===== src/inc/pipe_pkg.sv =====
// pipe_pkg: shared widths, instruction fields, opcodes, vectors and helpers
// assumes a single clk_sys domain; the instruction encoding here is local to this core
package pipe_pkg;
   typedef logic [31:0] word_t;
   typedef logic [4:0] ridx_t;
   typedef logic [5:0] opc_t;

   localparam int NREG = 32;
   localparam int OPC_LSB = 26;
   localparam int RD_LSB = 21;
   localparam int RA_LSB = 16;
   localparam int RB_LSB = 11;
   localparam int IMM_W = 16;

   localparam ridx_t LINK_REG = 5'h1D;
   localparam ridx_t EXC_REG = 5'h1E;
   localparam ridx_t BRK_REG = 5'h1F;
   localparam word_t RESET_PC = 32'h00000000;
   localparam word_t EXC_VEC = 32'h00000020;
   localparam word_t BRK_VEC = 32'h00000040;
   localparam word_t INSN_BYTES = 32'h00000004;

   localparam opc_t OP_ADD = 6'h00;
   localparam opc_t OP_SUB = 6'h01;
   localparam opc_t OP_AND = 6'h02;
   localparam opc_t OP_OR = 6'h03;
   localparam opc_t OP_XOR = 6'h04;
   localparam opc_t OP_ADDI = 6'h05;
   localparam opc_t OP_SHL = 6'h06;
   localparam opc_t OP_SHR = 6'h07;
   localparam opc_t OP_MUL = 6'h08;
   localparam opc_t OP_LB = 6'h09;
   localparam opc_t OP_LBU = 6'h0A;
   localparam opc_t OP_LH = 6'h0B;
   localparam opc_t OP_LHU = 6'h0C;
   localparam opc_t OP_LW = 6'h0D;
   localparam opc_t OP_SB = 6'h0E;
   localparam opc_t OP_SH = 6'h0F;
   localparam opc_t OP_SW = 6'h10;
   localparam opc_t OP_BEQ = 6'h11;
   localparam opc_t OP_BNE = 6'h12;
   localparam opc_t OP_CALL = 6'h13;

   function automatic logic is_load(input opc_t o);
      return o inside {OP_LB, OP_LBU, OP_LH, OP_LHU, OP_LW};
   endfunction

   function automatic logic is_store(input opc_t o);
      return o inside {OP_SB, OP_SH, OP_SW};
   endfunction

   function automatic logic is_branch(input opc_t o);
      return o inside {OP_BEQ, OP_BNE};
   endfunction

   // results that are only final at the end of the memory stage
   function automatic logic is_cplx(input opc_t o);
      return is_load(o) || (o inside {OP_MUL, OP_SHL, OP_SHR});
   endfunction

   function automatic logic writes_rd(input opc_t o);
      return o <= OP_LW;
   endfunction

   function automatic logic uses_rb(input opc_t o);
      return !(is_load(o) || (o inside {OP_ADDI, OP_CALL}));
   endfunction

   // little-endian lane pick, then zero or sign extension
   function automatic word_t load_ext(input word_t w, input logic [1:0] lane, input opc_t o);
      word_t s;
      s = w >> {lane, 3'b000};
      case (o)
         OP_LB: return {{24{s[7]}}, s[7:0]};
         OP_LBU: return {24'h000000, s[7:0]};
         OP_LH: return {{16{s[15]}}, s[15:0]};
         OP_LHU: return {16'h0000, s[15:0]};
         default: return w;
      endcase
   endfunction
endpackage


===== src/design/gpr_file.sv =====
// gpr_file: 32 x 32-bit register file, two read ports, one write port
// assumes reads are combinational and the write lands on the rising clk_sys edge
`timescale 1ns/1ps
`default_nettype none
module gpr_file (
   input wire logic clk_sys,
   input wire logic reset_n,
   input wire logic wr_en,
   input wire pipe_pkg::ridx_t wr_idx,
   input wire pipe_pkg::word_t wr_data,
   input wire pipe_pkg::ridx_t ra_idx,
   output pipe_pkg::word_t ra_data,
   input wire pipe_pkg::ridx_t rb_idx,
   output pipe_pkg::word_t rb_data
);
   import pipe_pkg::*;

   word_t regs [NREG];

   // no reset: contents are unknown until software writes them
   always_ff @(posedge clk_sys) begin
      if (wr_en) begin
         regs[wr_idx] <= wr_data;
      end
   end

   // write-through closes the gap between writeback and decode
   assign ra_data = (wr_en && wr_idx == ra_idx) ? wr_data : regs[ra_idx];
   assign rb_data = (wr_en && wr_idx == rb_idx) ? wr_data : regs[rb_idx];

   property p_wb_store;
      @(posedge clk_sys) disable iff (!reset_n)
      wr_en |=> regs[$past(wr_idx)] == $past(wr_data);
   endproperty
   a_wb_store:
   assert property (p_wb_store) else $error("register write not stored");

   property p_write_through;
      @(posedge clk_sys) disable iff (!reset_n)
      (wr_en && wr_idx == ra_idx) |-> ra_data == wr_data;
   endproperty
   a_write_through:
   assert property (p_write_through) else $error("decode read missed writeback value");
endmodule // gpr_file
`default_nettype wire


===== src/design/pipe_core.sv =====
// pipe_core: five-stage integer pipeline control with bypass and interlock
// assumes instruction and data memories answer in the cycle the address stands
//
// Operation
// - five stages in order, address to writeback
// - forward results to decode before writeback
// - stall on hazards bypass cannot cover
// - address stage drives next fetch address
// - decode takes operands from file or bypass
// - static prediction of pc-relative branches
// - simple ops finish in execute, forwarded there
// - loads, stores, multiply, shift use memory stage
// - writeback stores result in destination register
// - 32 registers of 32 bits, 32-bit instructions
// - separate instruction and data ports, concurrent
// - register 0 is ordinary writable storage
// - call writes return address to register 29
// - exception saves pc in register 30
// - breakpoint saves pc in register 31
// - register file is not cleared by reset
// - 8, 16, 32-bit signed and unsigned operands
// - pc low two bits always zero
`timescale 1ns/1ps
`default_nettype none
module pipe_core (
   input wire logic clk_sys,
   input wire logic reset_n,
   output var pipe_pkg::word_t imem_addr,
   input wire pipe_pkg::word_t imem_rdata,
   output var pipe_pkg::word_t dmem_addr,
   output var logic dmem_rd_en,
   output var logic dmem_wr_en,
   output var logic [3:0] dmem_be,
   output var pipe_pkg::word_t dmem_wdata,
   input wire pipe_pkg::word_t dmem_rdata,
   input wire logic exc_req,
   input wire logic brk_req
);
   import pipe_pkg::*;

   // decode stage
   logic d_valid_q;
   word_t d_ir_q, d_pc_q;
   opc_t d_op;
   ridx_t d_rd, d_ra, d_rb;
   word_t d_imm, d_tgt, d_av, d_bv, rf_a, rf_b;
   logic d_wr, d_pred, d_redir, stall;

   // execute stage
   logic x_valid_q, x_wr_q, x_pred_q;
   opc_t x_op_q;
   ridx_t x_rd_q;
   word_t x_a_q, x_b_q, x_imm_q, x_pc_q;
   word_t x_res, x_tgt, x_addr, x_fix;
   logic x_cond, x_mis, x_redir, ex_take, x_wr_e, x_fwd_ok, x_late;
   ridx_t x_rd_e;

   // memory and writeback stages
   logic m_valid_q, m_wr_q;
   opc_t m_op_q;
   ridx_t m_rd_q;
   word_t m_res_q, m_a_q, m_b_q, m_val;
   logic w_wr_q;
   ridx_t w_rd_q;
   word_t w_res_q;

   word_t a_next;

   // newest in-flight producer wins; the file already covers writeback
   function automatic word_t operand(input ridx_t idx, input word_t rf);
      if (x_fwd_ok && x_rd_e == idx) begin
         return x_res;
      end else if (m_valid_q && m_wr_q && m_rd_q == idx) begin
         return m_val;
      end
      return rf;
   endfunction

   function automatic logic late_hit(input ridx_t idx);
      return x_late && x_rd_e == idx;
   endfunction

   // decode
   assign d_op = opc_t'(d_ir_q[OPC_LSB +: 6]);
   assign d_ra = d_ir_q[RA_LSB +: 5];
   assign d_rb = d_ir_q[RB_LSB +: 5];
   assign d_rd = (d_op == OP_CALL) ? LINK_REG : d_ir_q[RD_LSB +: 5];
   assign d_wr = writes_rd(d_op) || d_op == OP_CALL;
   assign d_imm = {{(32 - IMM_W){d_ir_q[IMM_W - 1]}}, d_ir_q[IMM_W - 1:0]};
   assign d_tgt = d_pc_q + {d_imm[29:0], 2'b00};

   always_comb begin
      d_av = operand(d_ra, rf_a);
      d_bv = operand(d_rb, rf_b);
   end

   // a multiply, shift or load one stage ahead is not ready until memory
   always_comb begin
      stall = d_valid_q && !x_redir &&
              (late_hit(d_ra) || (uses_rb(d_op) && late_hit(d_rb)));
   end

   // backward taken, forward not taken
   assign d_pred = is_branch(d_op) && d_imm[31];
   assign d_redir = d_valid_q && !stall && !x_redir && (d_pred || d_op == OP_CALL);

   // execute
   always_comb begin
      x_res = x_a_q + x_b_q;
      case (x_op_q)
         OP_SUB: x_res = x_a_q - x_b_q;
         OP_AND: x_res = x_a_q & x_b_q;
         OP_OR: x_res = x_a_q | x_b_q;
         OP_XOR: x_res = x_a_q ^ x_b_q;
         OP_ADDI: x_res = x_a_q + x_imm_q;
         OP_CALL: x_res = x_pc_q + INSN_BYTES;
         default: x_res = x_a_q + x_b_q;
      endcase
      if (ex_take) begin
         x_res = x_pc_q;
      end
   end

   assign x_addr = x_a_q + x_imm_q;
   assign x_tgt = x_pc_q + {x_imm_q[29:0], 2'b00};
   assign x_cond = (x_op_q == OP_BEQ) ? (x_a_q == x_b_q) : (x_a_q != x_b_q);

   // an exception replaces the instruction in execute; a breakpoint outranks it
   assign ex_take = x_valid_q && (exc_req || brk_req);
   assign x_mis = x_valid_q && is_branch(x_op_q) && (x_cond != x_pred_q);
   assign x_redir = ex_take || x_mis;
   assign x_rd_e = !ex_take ? x_rd_q : (brk_req ? BRK_REG : EXC_REG);
   assign x_wr_e = ex_take || x_wr_q;
   assign x_fwd_ok = x_valid_q && x_wr_e && (ex_take || !is_cplx(x_op_q));
   assign x_late = x_valid_q && x_wr_e && !ex_take && is_cplx(x_op_q);

   always_comb begin
      if (ex_take) begin
         x_fix = brk_req ? BRK_VEC : EXC_VEC;
      end else if (x_cond) begin
         x_fix = x_tgt;
      end else begin
         x_fix = x_pc_q + INSN_BYTES;
      end
   end

   // address stage: later stages override earlier guesses
   always_comb begin
      a_next = imem_addr + INSN_BYTES;
      if (stall) begin
         a_next = imem_addr;
      end
      if (d_redir) begin
         a_next = d_tgt;
      end
      if (x_redir) begin
         a_next = x_fix;
      end
   end

   always_ff @(posedge clk_sys or negedge reset_n) begin
      if (!reset_n) begin
         imem_addr <= RESET_PC;
      end else begin
         imem_addr <= {a_next[31:2], 2'b00};
      end
   end

   // fetch to decode: the word at imem_addr is captured at the edge
   always_ff @(posedge clk_sys or negedge reset_n) begin
      if (!reset_n) begin
         d_valid_q <= 1'b0;
         d_ir_q <= '0;
         d_pc_q <= '0;
      end else if (x_redir || d_redir) begin
         d_valid_q <= 1'b0;
      end else if (!stall) begin
         d_valid_q <= 1'b1;
         d_ir_q <= imem_rdata;
         d_pc_q <= imem_addr;
      end
   end

   // decode to execute; a stall leaves a bubble here
   always_ff @(posedge clk_sys or negedge reset_n) begin
      if (!reset_n) begin
         x_valid_q <= 1'b0;
         x_op_q <= OP_ADD;
         x_rd_q <= '0;
         x_wr_q <= 1'b0;
         x_pred_q <= 1'b0;
         x_a_q <= '0;
         x_b_q <= '0;
         x_imm_q <= '0;
         x_pc_q <= '0;
      end else begin
         x_valid_q <= d_valid_q && !x_redir && !stall;
         x_op_q <= d_op;
         x_rd_q <= d_rd;
         x_wr_q <= d_wr;
         x_pred_q <= d_pred;
         x_a_q <= d_av;
         x_b_q <= d_bv;
         x_imm_q <= d_imm;
         x_pc_q <= d_pc_q;
      end
   end

   // execute to memory
   always_ff @(posedge clk_sys or negedge reset_n) begin
      if (!reset_n) begin
         m_valid_q <= 1'b0;
         m_op_q <= OP_ADD;
         m_rd_q <= '0;
         m_wr_q <= 1'b0;
         m_res_q <= '0;
         m_a_q <= '0;
         m_b_q <= '0;
      end else begin
         m_valid_q <= x_valid_q;
         m_op_q <= ex_take ? OP_ADD : x_op_q;
         m_rd_q <= x_rd_e;
         m_wr_q <= x_wr_e;
         m_res_q <= x_res;
         m_a_q <= x_a_q;
         m_b_q <= x_b_q;
      end
   end

   // data port runs alongside the fetch port every cycle
   always_ff @(posedge clk_sys or negedge reset_n) begin
      if (!reset_n) begin
         dmem_rd_en <= 1'b0;
         dmem_wr_en <= 1'b0;
         dmem_addr <= '0;
         dmem_be <= 4'h0;
         dmem_wdata <= '0;
      end else begin
         dmem_rd_en <= x_valid_q && !ex_take && is_load(x_op_q);
         dmem_wr_en <= x_valid_q && !ex_take && is_store(x_op_q);
         dmem_addr <= x_addr;
         case (x_op_q)
            OP_SB: begin
               dmem_be <= 4'h1 << x_addr[1:0];
               dmem_wdata <= {4{x_b_q[7:0]}};
            end
            OP_SH: begin
               dmem_be <= x_addr[1] ? 4'hC : 4'h3;
               dmem_wdata <= {2{x_b_q[15:0]}};
            end
            default: begin
               dmem_be <= 4'hF;
               dmem_wdata <= x_b_q;
            end
         endcase
      end
   end

   // memory stage as second execution stage
   always_comb begin
      case (m_op_q)
         OP_MUL: m_val = m_a_q * m_b_q;
         OP_SHL: m_val = m_a_q << m_b_q[4:0];
         OP_SHR: m_val = m_a_q >> m_b_q[4:0];
         default: begin
            if (is_load(m_op_q)) begin
               m_val = load_ext(dmem_rdata, dmem_addr[1:0], m_op_q);
            end else begin
               m_val = m_res_q;
            end
         end
      endcase
   end

   // memory to writeback
   always_ff @(posedge clk_sys or negedge reset_n) begin
      if (!reset_n) begin
         w_wr_q <= 1'b0;
         w_rd_q <= '0;
         w_res_q <= '0;
      end else begin
         w_wr_q <= m_valid_q && m_wr_q;
         w_rd_q <= m_rd_q;
         w_res_q <= m_val;
      end
   end

   gpr_file gpr_file_i (
      .clk_sys(clk_sys),
      .reset_n(reset_n),
      .wr_en(w_wr_q),
      .wr_idx(w_rd_q),
      .wr_data(w_res_q),
      .ra_idx(d_ra),
      .ra_data(rf_a),
      .rb_idx(d_rb),
      .rb_data(rf_b)
   );

   property p_pc_align;
      @(posedge clk_sys) disable iff (!reset_n)
      imem_addr[1:0] == 2'b00;
   endproperty
   a_pc_align:
   assert property (p_pc_align) else $error("fetch address not word aligned");

   property p_stall_hold;
      @(posedge clk_sys) disable iff (!reset_n)
      stall |=> imem_addr == $past(imem_addr) && !x_valid_q && !stall;
   endproperty
   a_stall_hold:
   assert property (p_stall_hold) else $error("interlock did not hold for one bubble");

   property p_fwd_exec;
      @(posedge clk_sys) disable iff (!reset_n)
      (d_valid_q && !stall && !x_redir && x_fwd_ok && x_rd_e == d_ra)
      |=> x_a_q == $past(x_res);
   endproperty
   a_fwd_exec:
   assert property (p_fwd_exec) else $error("execute result not bypassed");

   property p_order;
      @(posedge clk_sys) disable iff (!reset_n)
      (d_valid_q && !stall && !x_redir) |=> x_valid_q ##1 m_valid_q;
   endproperty
   a_order:
   assert property (p_order) else $error("stage sequence broken");

   property p_mul_late;
      @(posedge clk_sys) disable iff (!reset_n)
      (m_valid_q && m_op_q == OP_MUL && m_wr_q) |=> w_wr_q && w_res_q == $past(m_a_q) * $past(m_b_q);
   endproperty
   a_mul_late:
   assert property (p_mul_late) else $error("multiply result wrong at writeback");

   property p_load_port;
      @(posedge clk_sys) disable iff (!reset_n)
      (x_valid_q && !ex_take && is_load(x_op_q)) |=> dmem_rd_en && dmem_addr == $past(x_addr);
   endproperty
   a_load_port:
   assert property (p_load_port) else $error("load not issued on data port");

   property p_predict;
      @(posedge clk_sys) disable iff (!reset_n)
      (d_valid_q && !stall && !x_redir && is_branch(d_op) && d_imm[31]) |=> imem_addr == $past(d_tgt);
   endproperty
   a_predict:
   assert property (p_predict) else $error("backward branch not predicted taken");

   property p_call_link;
      @(posedge clk_sys) disable iff (!reset_n)
      (x_valid_q && !ex_take && x_op_q == OP_CALL)
      |=> m_rd_q == LINK_REG && m_wr_q && m_res_q == $past(x_pc_q) + INSN_BYTES;
   endproperty
   a_call_link:
   assert property (p_call_link) else $error("call did not link to register 29");

   property p_exc_save;
      @(posedge clk_sys) disable iff (!reset_n)
      (x_valid_q && exc_req && !brk_req)
      |=> m_rd_q == EXC_REG && m_wr_q && m_res_q == $past(x_pc_q) && imem_addr == EXC_VEC;
   endproperty
   a_exc_save:
   assert property (p_exc_save) else $error("exception pc not saved to register 30");

   property p_brk_save;
      @(posedge clk_sys) disable iff (!reset_n)
      (x_valid_q && brk_req)
      |=> m_rd_q == BRK_REG && m_wr_q && m_res_q == $past(x_pc_q) && imem_addr == BRK_VEC;
   endproperty
   a_brk_save:
   assert property (p_brk_save) else $error("breakpoint pc not saved to register 31");
endmodule // pipe_core
`default_nettype wire


===== config.mk =====
export PLATFORM = sky130hd
export DESIGN_NAME = pipe_core
export DESIGN_NICKNAME = d
export VERILOG_FILES = /design/src/inc/pipe_pkg.sv /design/src/design/gpr_file.sv /design/src/design/pipe_core.sv
export SDC_FILE = /design/constraint.sdc
export NUM_CORES = 2
export LEC_CHECK = 0
export BUFFER_PORTS_ARGS = -buffer_cell sky130_fd_sc_hd__buf_2
export CORE_UTILIZATION = 64
export CTS_BUF_LIST = sky130_fd_sc_hd__clkbuf_4 sky130_fd_sc_hd__clkbuf_8 sky130_fd_sc_hd__clkbuf_16
export CTS_CLUSTER_SIZE = 24
export DETAILED_ROUTE_END_ITERATION = 6
export PLACE_DENSITY = 0.87
export SETUP_SLACK_MARGIN = 0.4
export SLEW_MARGIN = 10
export SYNTH_ARGS = -nofsm -noshare
export SYNTH_HDL_FRONTEND = slang
export SYNTH_SLANG_ARGS = --single-unit

===== constraint.sdc =====
create_clock -name clk_sys -period 9.3 [get_ports clk_sys]
set_input_delay 2.325 -clock clk_sys [delete_from_list [all_inputs] [get_ports clk_sys]]
set_output_delay 2.325 -clock clk_sys [all_outputs]
set_load 0.05 [all_outputs]

# == Word-level counts from Yosys, hierarchy flattened ==
# Memories as Yosys holds them, arrays and structs flattened.
# Index checks and enable logic that the tools add are counted.
# word_totals
rom_bits,0
memories,1
latchBits,0
mem_bits_rw,1024
regBits,434
output_inout_bits,102
input_bits,68
# op_classes
n_reduce_logical,51
n_mux,35
n_mul,1
bitwise,5
n_addsub,7
eq_ne,47
shifts,4
n_div,0
magnitude_cmp,1
# mem_list
memory,words,width,read_ports,rd_ports_with_merged_regs,write_ports,line,rtl
gpr_file_i.regs,32,32,2,0,1,gpr_file.sv:18,word_t regs [NREG];
# op_table
cell,count
32-bit 2-to-1 mux,15
32-bit one-hot mux with 6 select lines,1
32-bit adder,4
32-bit one-hot mux with 4 select lines,1
6-bit by 4-bit equality test with 1-bit output (second input constant),19
32-bit one-hot mux with 3 select lines,1
32-bit by 3-bit adder with 32-bit output (second input constant),2
32-bit one-hot mux with 2 select lines,1
6-bit by 3-bit equality test with 1-bit output (second input constant),7
6-bit by 5-bit equality test with 1-bit output (second input constant),7
32-bit AND,1
32-bit equality test,1
32-bit by 32-bit multiplier with 32-bit output,1
32-bit inequality test,1
32-bit bitwise OR,1
32-bit by 5-bit << shifter with 32-bit output,1
32-bit by 5-bit >> shifter with 16-bit output,1
32-bit by 5-bit >> shifter with 32-bit output,1
32-bit subtractor,1
32-bit XOR,1
5-bit equality test,6
1-bit logical AND,27
5-bit nonzero test,3
6-bit by 2-bit equality test with 1-bit output (second input constant),2
other kinds (18),45

# == Depth between registers and ports, before layout ==
# depth
depth_word,17
ltp_mapped,31
mapped_depth_nobuf,26

# == Hierarchy ==
# Synthesis repeated with hierarchy kept, for this count alone.
# unflattened
hier_cells,8432
area_unflattened_um2,96846.6
# by_module_without_submodules
mod,cells_per_inst,n_inst,area_per_inst_um2,seq_area_each_um2
gpr_file,3227,1,49749.0,30749.5
pipe_core,5205,1,47097.7,10660.2

# == Worst setup path before layout ==
# No wires, ideal clock.
# synth_timing
path_kind,register to register
start,register dmem_wdata[1] (netlist name)
end,register x_a_q[31]
stages_incl_launch_ff,30
setup_slack_ps,976
t_required_ps,9158
arrival_ps,8183
synth_period_minus_slack_ps,8324
path_cell_list,dfrtp_1 > buf_2 > buf_2 > buf_2 > clkbuf_1 > buf_1 > clkbuf_1 > clkbuf_1 > nand2_1 > fa_1 > fa_1 > fa_1 > inv_1 > fa_1 > inv_1 > fa_1 > inv_1 > fa_1 > fa_1 > ha_1 > and2_1 > a311oi_1 > a21oi_1 > a221oi_1 > o41ai_1 > a211oi_1 > xor2_1 > a221oi_1 > o211a_1 > a31oi_1
# synth_lines
element,line,rtl
to (signal assigned),pipe_core.sv:202,x_a_q <= d_av;
to (decl),pipe_core.sv:53,"word_t x_a_q, x_b_q, x_imm_q, x_pc_q;"

==> impl_metrics.csv <==
group,metric,value,unit
sta,max_slew_margin,1.99,%
route,wire_per_inst,38.6,um
logic_synthesis,synth_cell_type_count,99,
sta,finalCriticalPeriod,8490,ps
logic_synthesis,synth_top_cell_area_share,32.6,%
logic_synthesis,yosysWarningCount,0,
finish,layout_common_cells,"1,024 x edfxtp_1, 689 x mux4_2, 560 x inv_1",
placed_design,io_buffers,167,
logic_synthesis,synth-edff-count,1024,
clocking,htree_levels,4,
clocking,cts.sinks,1450,
status,outcome,"complete, no violations",
placed_design,pre_cts_slack,855,ps
floorplan,core_area,146000,um^2
clocking,post_cts_buffers,0,
placed_design,place.gp.congestion,1.04,
floorplan,fp-row-count,140,
sta,setup_tns,0,ps
sta,fmax,0.118,GHz
global_route,grt_pass1_vias,71500,
min_path,holdCritPathClass,"flop to flop",
route,drc,0,
global_route,grt-ovfl-total,0,
clocking,cts.path.max_buffers,3,
logic_synthesis,synth_cells,7313,
finish,n_fill_cell,9252,
sta,worst_slack,811,ps
placed_design,placed_cell_area,97300,um^2
setup_path,worstSetupStartpointType,"flop",
floorplan,die_w,386,um
route,firstDrtPassIters,6,
route,routed_via_density,7.59,
logic_synthesis,ys_seq_elements,1450,
route,wl,361000,um
floorplan,start_util,64.7,%
clocking,cts_tree,"done",
logic_synthesis,syn_area_per_cell,12.9,um^2
floorplan,die_h,386,um
sta,final_max_slew_viol_count,0,
floorplan,io_pins,170,
route,ant_nets,0,
logic_synthesis,yosysSeqAreaShare,43.9,%
setup_path,rr_worst_depth,24,
job,drv_cap,0,
clocking,path_clk_slew,60,ps
clocking,ctsRootBufferMaster,"clkbuf_16",
global_route,grt_start_max_net_pins,135,
route,dr.first_iter.drc_count,11500,
global_route,grtUsageTotal,49.3,%
route,vias,70900,
sta,min_period_over_period,91.3,%
logic_synthesis,synth_area_leaders,"edfxtp_1 33%, mux4_2 16%, dfrtp_1 11%",
sta,worstMarginPinSlew,1450,ps
logic_synthesis,synth_top_area_cell,"edfxtp_1",
sta,setup_violations,0,
global_route,grt_pass1_wl,514000,um
placed_design,dp_hpwl,234000,um
logic_synthesis,ys_async_sr_fraction,29.4,%
logic_synthesis,synthesis.area,94400,um^2
clocking,clock_latency,850,ps
setup_path,arrival,9140,ps
finish,final_util,70.2,%
setup_path,cp.required,9950,ps
sta,finalHoldViolCount,0,
finish,layout.cells.most_common,"edfxtp_1",
finish,flow.area_growth_from_synthesis,8.47,%
setup_path,crit_path_end_kind,"flop",
min_path,hold_path_depth,0,
logic_synthesis,synth_flop_cell,"edfxtp_1",
sta,skew,52.4,ps
finish,layout-drive-gt1-share,19.9,%
clocking,numCtsBuffers,152,
sta,rsz0062_at_grt,"no",
floorplan,fp.dieArea,149000,um^2
finish,fin_area,102000,um^2
setup_path,critPathKind,"flop to flop",
finish,final_nets,8081,
setup_path,cp_max_fo,26,
global_route,antenna_found_initial,35,
worst paths after layout:
kind                                    start             to  slack (ps)
max in group asynchronous             reset_n  dmem_wdata[1]        6070
worst min register to register      d_pc_q[5]      x_pc_q[5]         400
min in group asynchronous             reset_n  dmem_addr[31]        1500
worst max-delay path            dmem_wdata[7]      x_b_q[31]         810
worst min-delay path                d_pc_q[5]      x_pc_q[5]         400
worst max register to register  dmem_wdata[7]      x_b_q[31]         810
synth_stat cells (11+ instances only):
library cell	instances
or3_1	23
and4_1	11
clkbuf_1	354
or2_2	13
inv_1	562
a211oi_1	39
o21bai_1	23
buf_1	81
nand3_1	73
mux2_2	96
a21oi_1	312
nand3b_1	13
nor2_1	345
o21ai_0	306
a221o_1	18
xnor2_1	155
o211ai_1	76
and2_1	342
o41ai_1	11
ha_1	309
o221ai_1	19
mux4_2	689
o2111ai_1	12
xor2_1	97
nand2_1	514
nand4_1	25
a21o_1	73
and3_1	36
a31oi_1	35
buf_2	38
a22oi_1	20
nor2b_1	37
fa_1	413
buf_4	12
nor3_1	82
mux2i_1	177
o31ai_1	23
o21a_1	45
dfrtp_1	426
nand2b_1	48
o22ai_1	37
nor4_1	26
edfxtp_1	1024
a221oi_1	45
timing repair:
action | CTS | global route
resized for setup | 0 | 1
endpoints found under the setup margin | 0 | 1
hold buffers | 0 | 0
through the flow:
stage,std cells,hold slack (ps)
global placement,9054,389
floorplan,7314,352
CTS,9328,396
detailed placement,9054,396
finish,9344,402
global route,9330,400
registers in the layout (all words and copies together) (netlist names), 4 cells and up:
name and cells:
gpr_file_i.regs 1024, d_ir_q 32, dmem_addr 32, dmem_wdata 32, m_a_q 32, m_res_q 32
w_res_q 32, x_a_q 32, x_b_q 32, d_pc_q 30, imem_addr 30, x_pc_q 30
m_b_q 24, x_imm_q 16, m_op_q 6, x_op_q 6, m_rd_q 5, w_rd_q 5
x_rd_q 5, dmem_be 4
metal layers:
layer	part of all wire, %	vias to the layer above	global-route usage (%)
li1	-	27100	-
met1	32	35000	60.5
met2	44	6844	72.4
met3	14	1976	17.1
met4	9.4	38	36.9
met5	0.099	-	0.487
area by class of cell:
| cell class | instances | area, um^2 | share of cell area [%] |
|---|---|---|---|
| diodes | 16 | 40.0 | 0.0391 |
| clock buffers | 186 | 4150 | 4.05 |
| clock inverters | 88 | 913 | 0.892 |
| inverters | 564 | 2120 | 2.07 |
| multi-input cells | 4812 | 49300 | 48.1 |
| flip-flops and latches | 1450 | 41500 | 40.5 |
| well taps | 1917 | 2400 | 2.34 |
| repair buffers | 311 | 2010 | 1.97 |
cell families (layout without fill, tap and decap cells):
logic type	after synthesis	in the layout	share of synthesized area (%)
AO/OA/AOI/OAI	1235	1235	8.51
XOR/XNOR	254	254	2.39
adder cells (fa/ha/maj)	723	723	12.9
buffers and inverters	1052	1149	4.31
flip-flops	1450	1450	43.9
multiplexers	962	962	19.5
other	1	18	0.00397
AND/OR/NAND/NOR	1636	1636	8.57
worst max-delay path, cell delays in order (launching register included):
cell and delay [ps]:
dfrtp_1 910, and2_1 250, fa_1 430, fa_1 500, fa_1 520, inv_1 60
fa_1 470, inv_1 50, fa_1 500, inv_1 60, fa_1 550, inv_1 50
fa_1 510, fa_1 440, ha_1 380, and2_1 190, a311oi_1 310, a21oi_1 180
a221oi_1 420, o41ai_1 240, a211oi_1 330, xor2_1 210, a221oi_1 490, o21a_1 200
mux2i_1 70
Power is not shown: default switching activity piles up to over one toggle a cycle in this logic, so the estimate is an artifact.
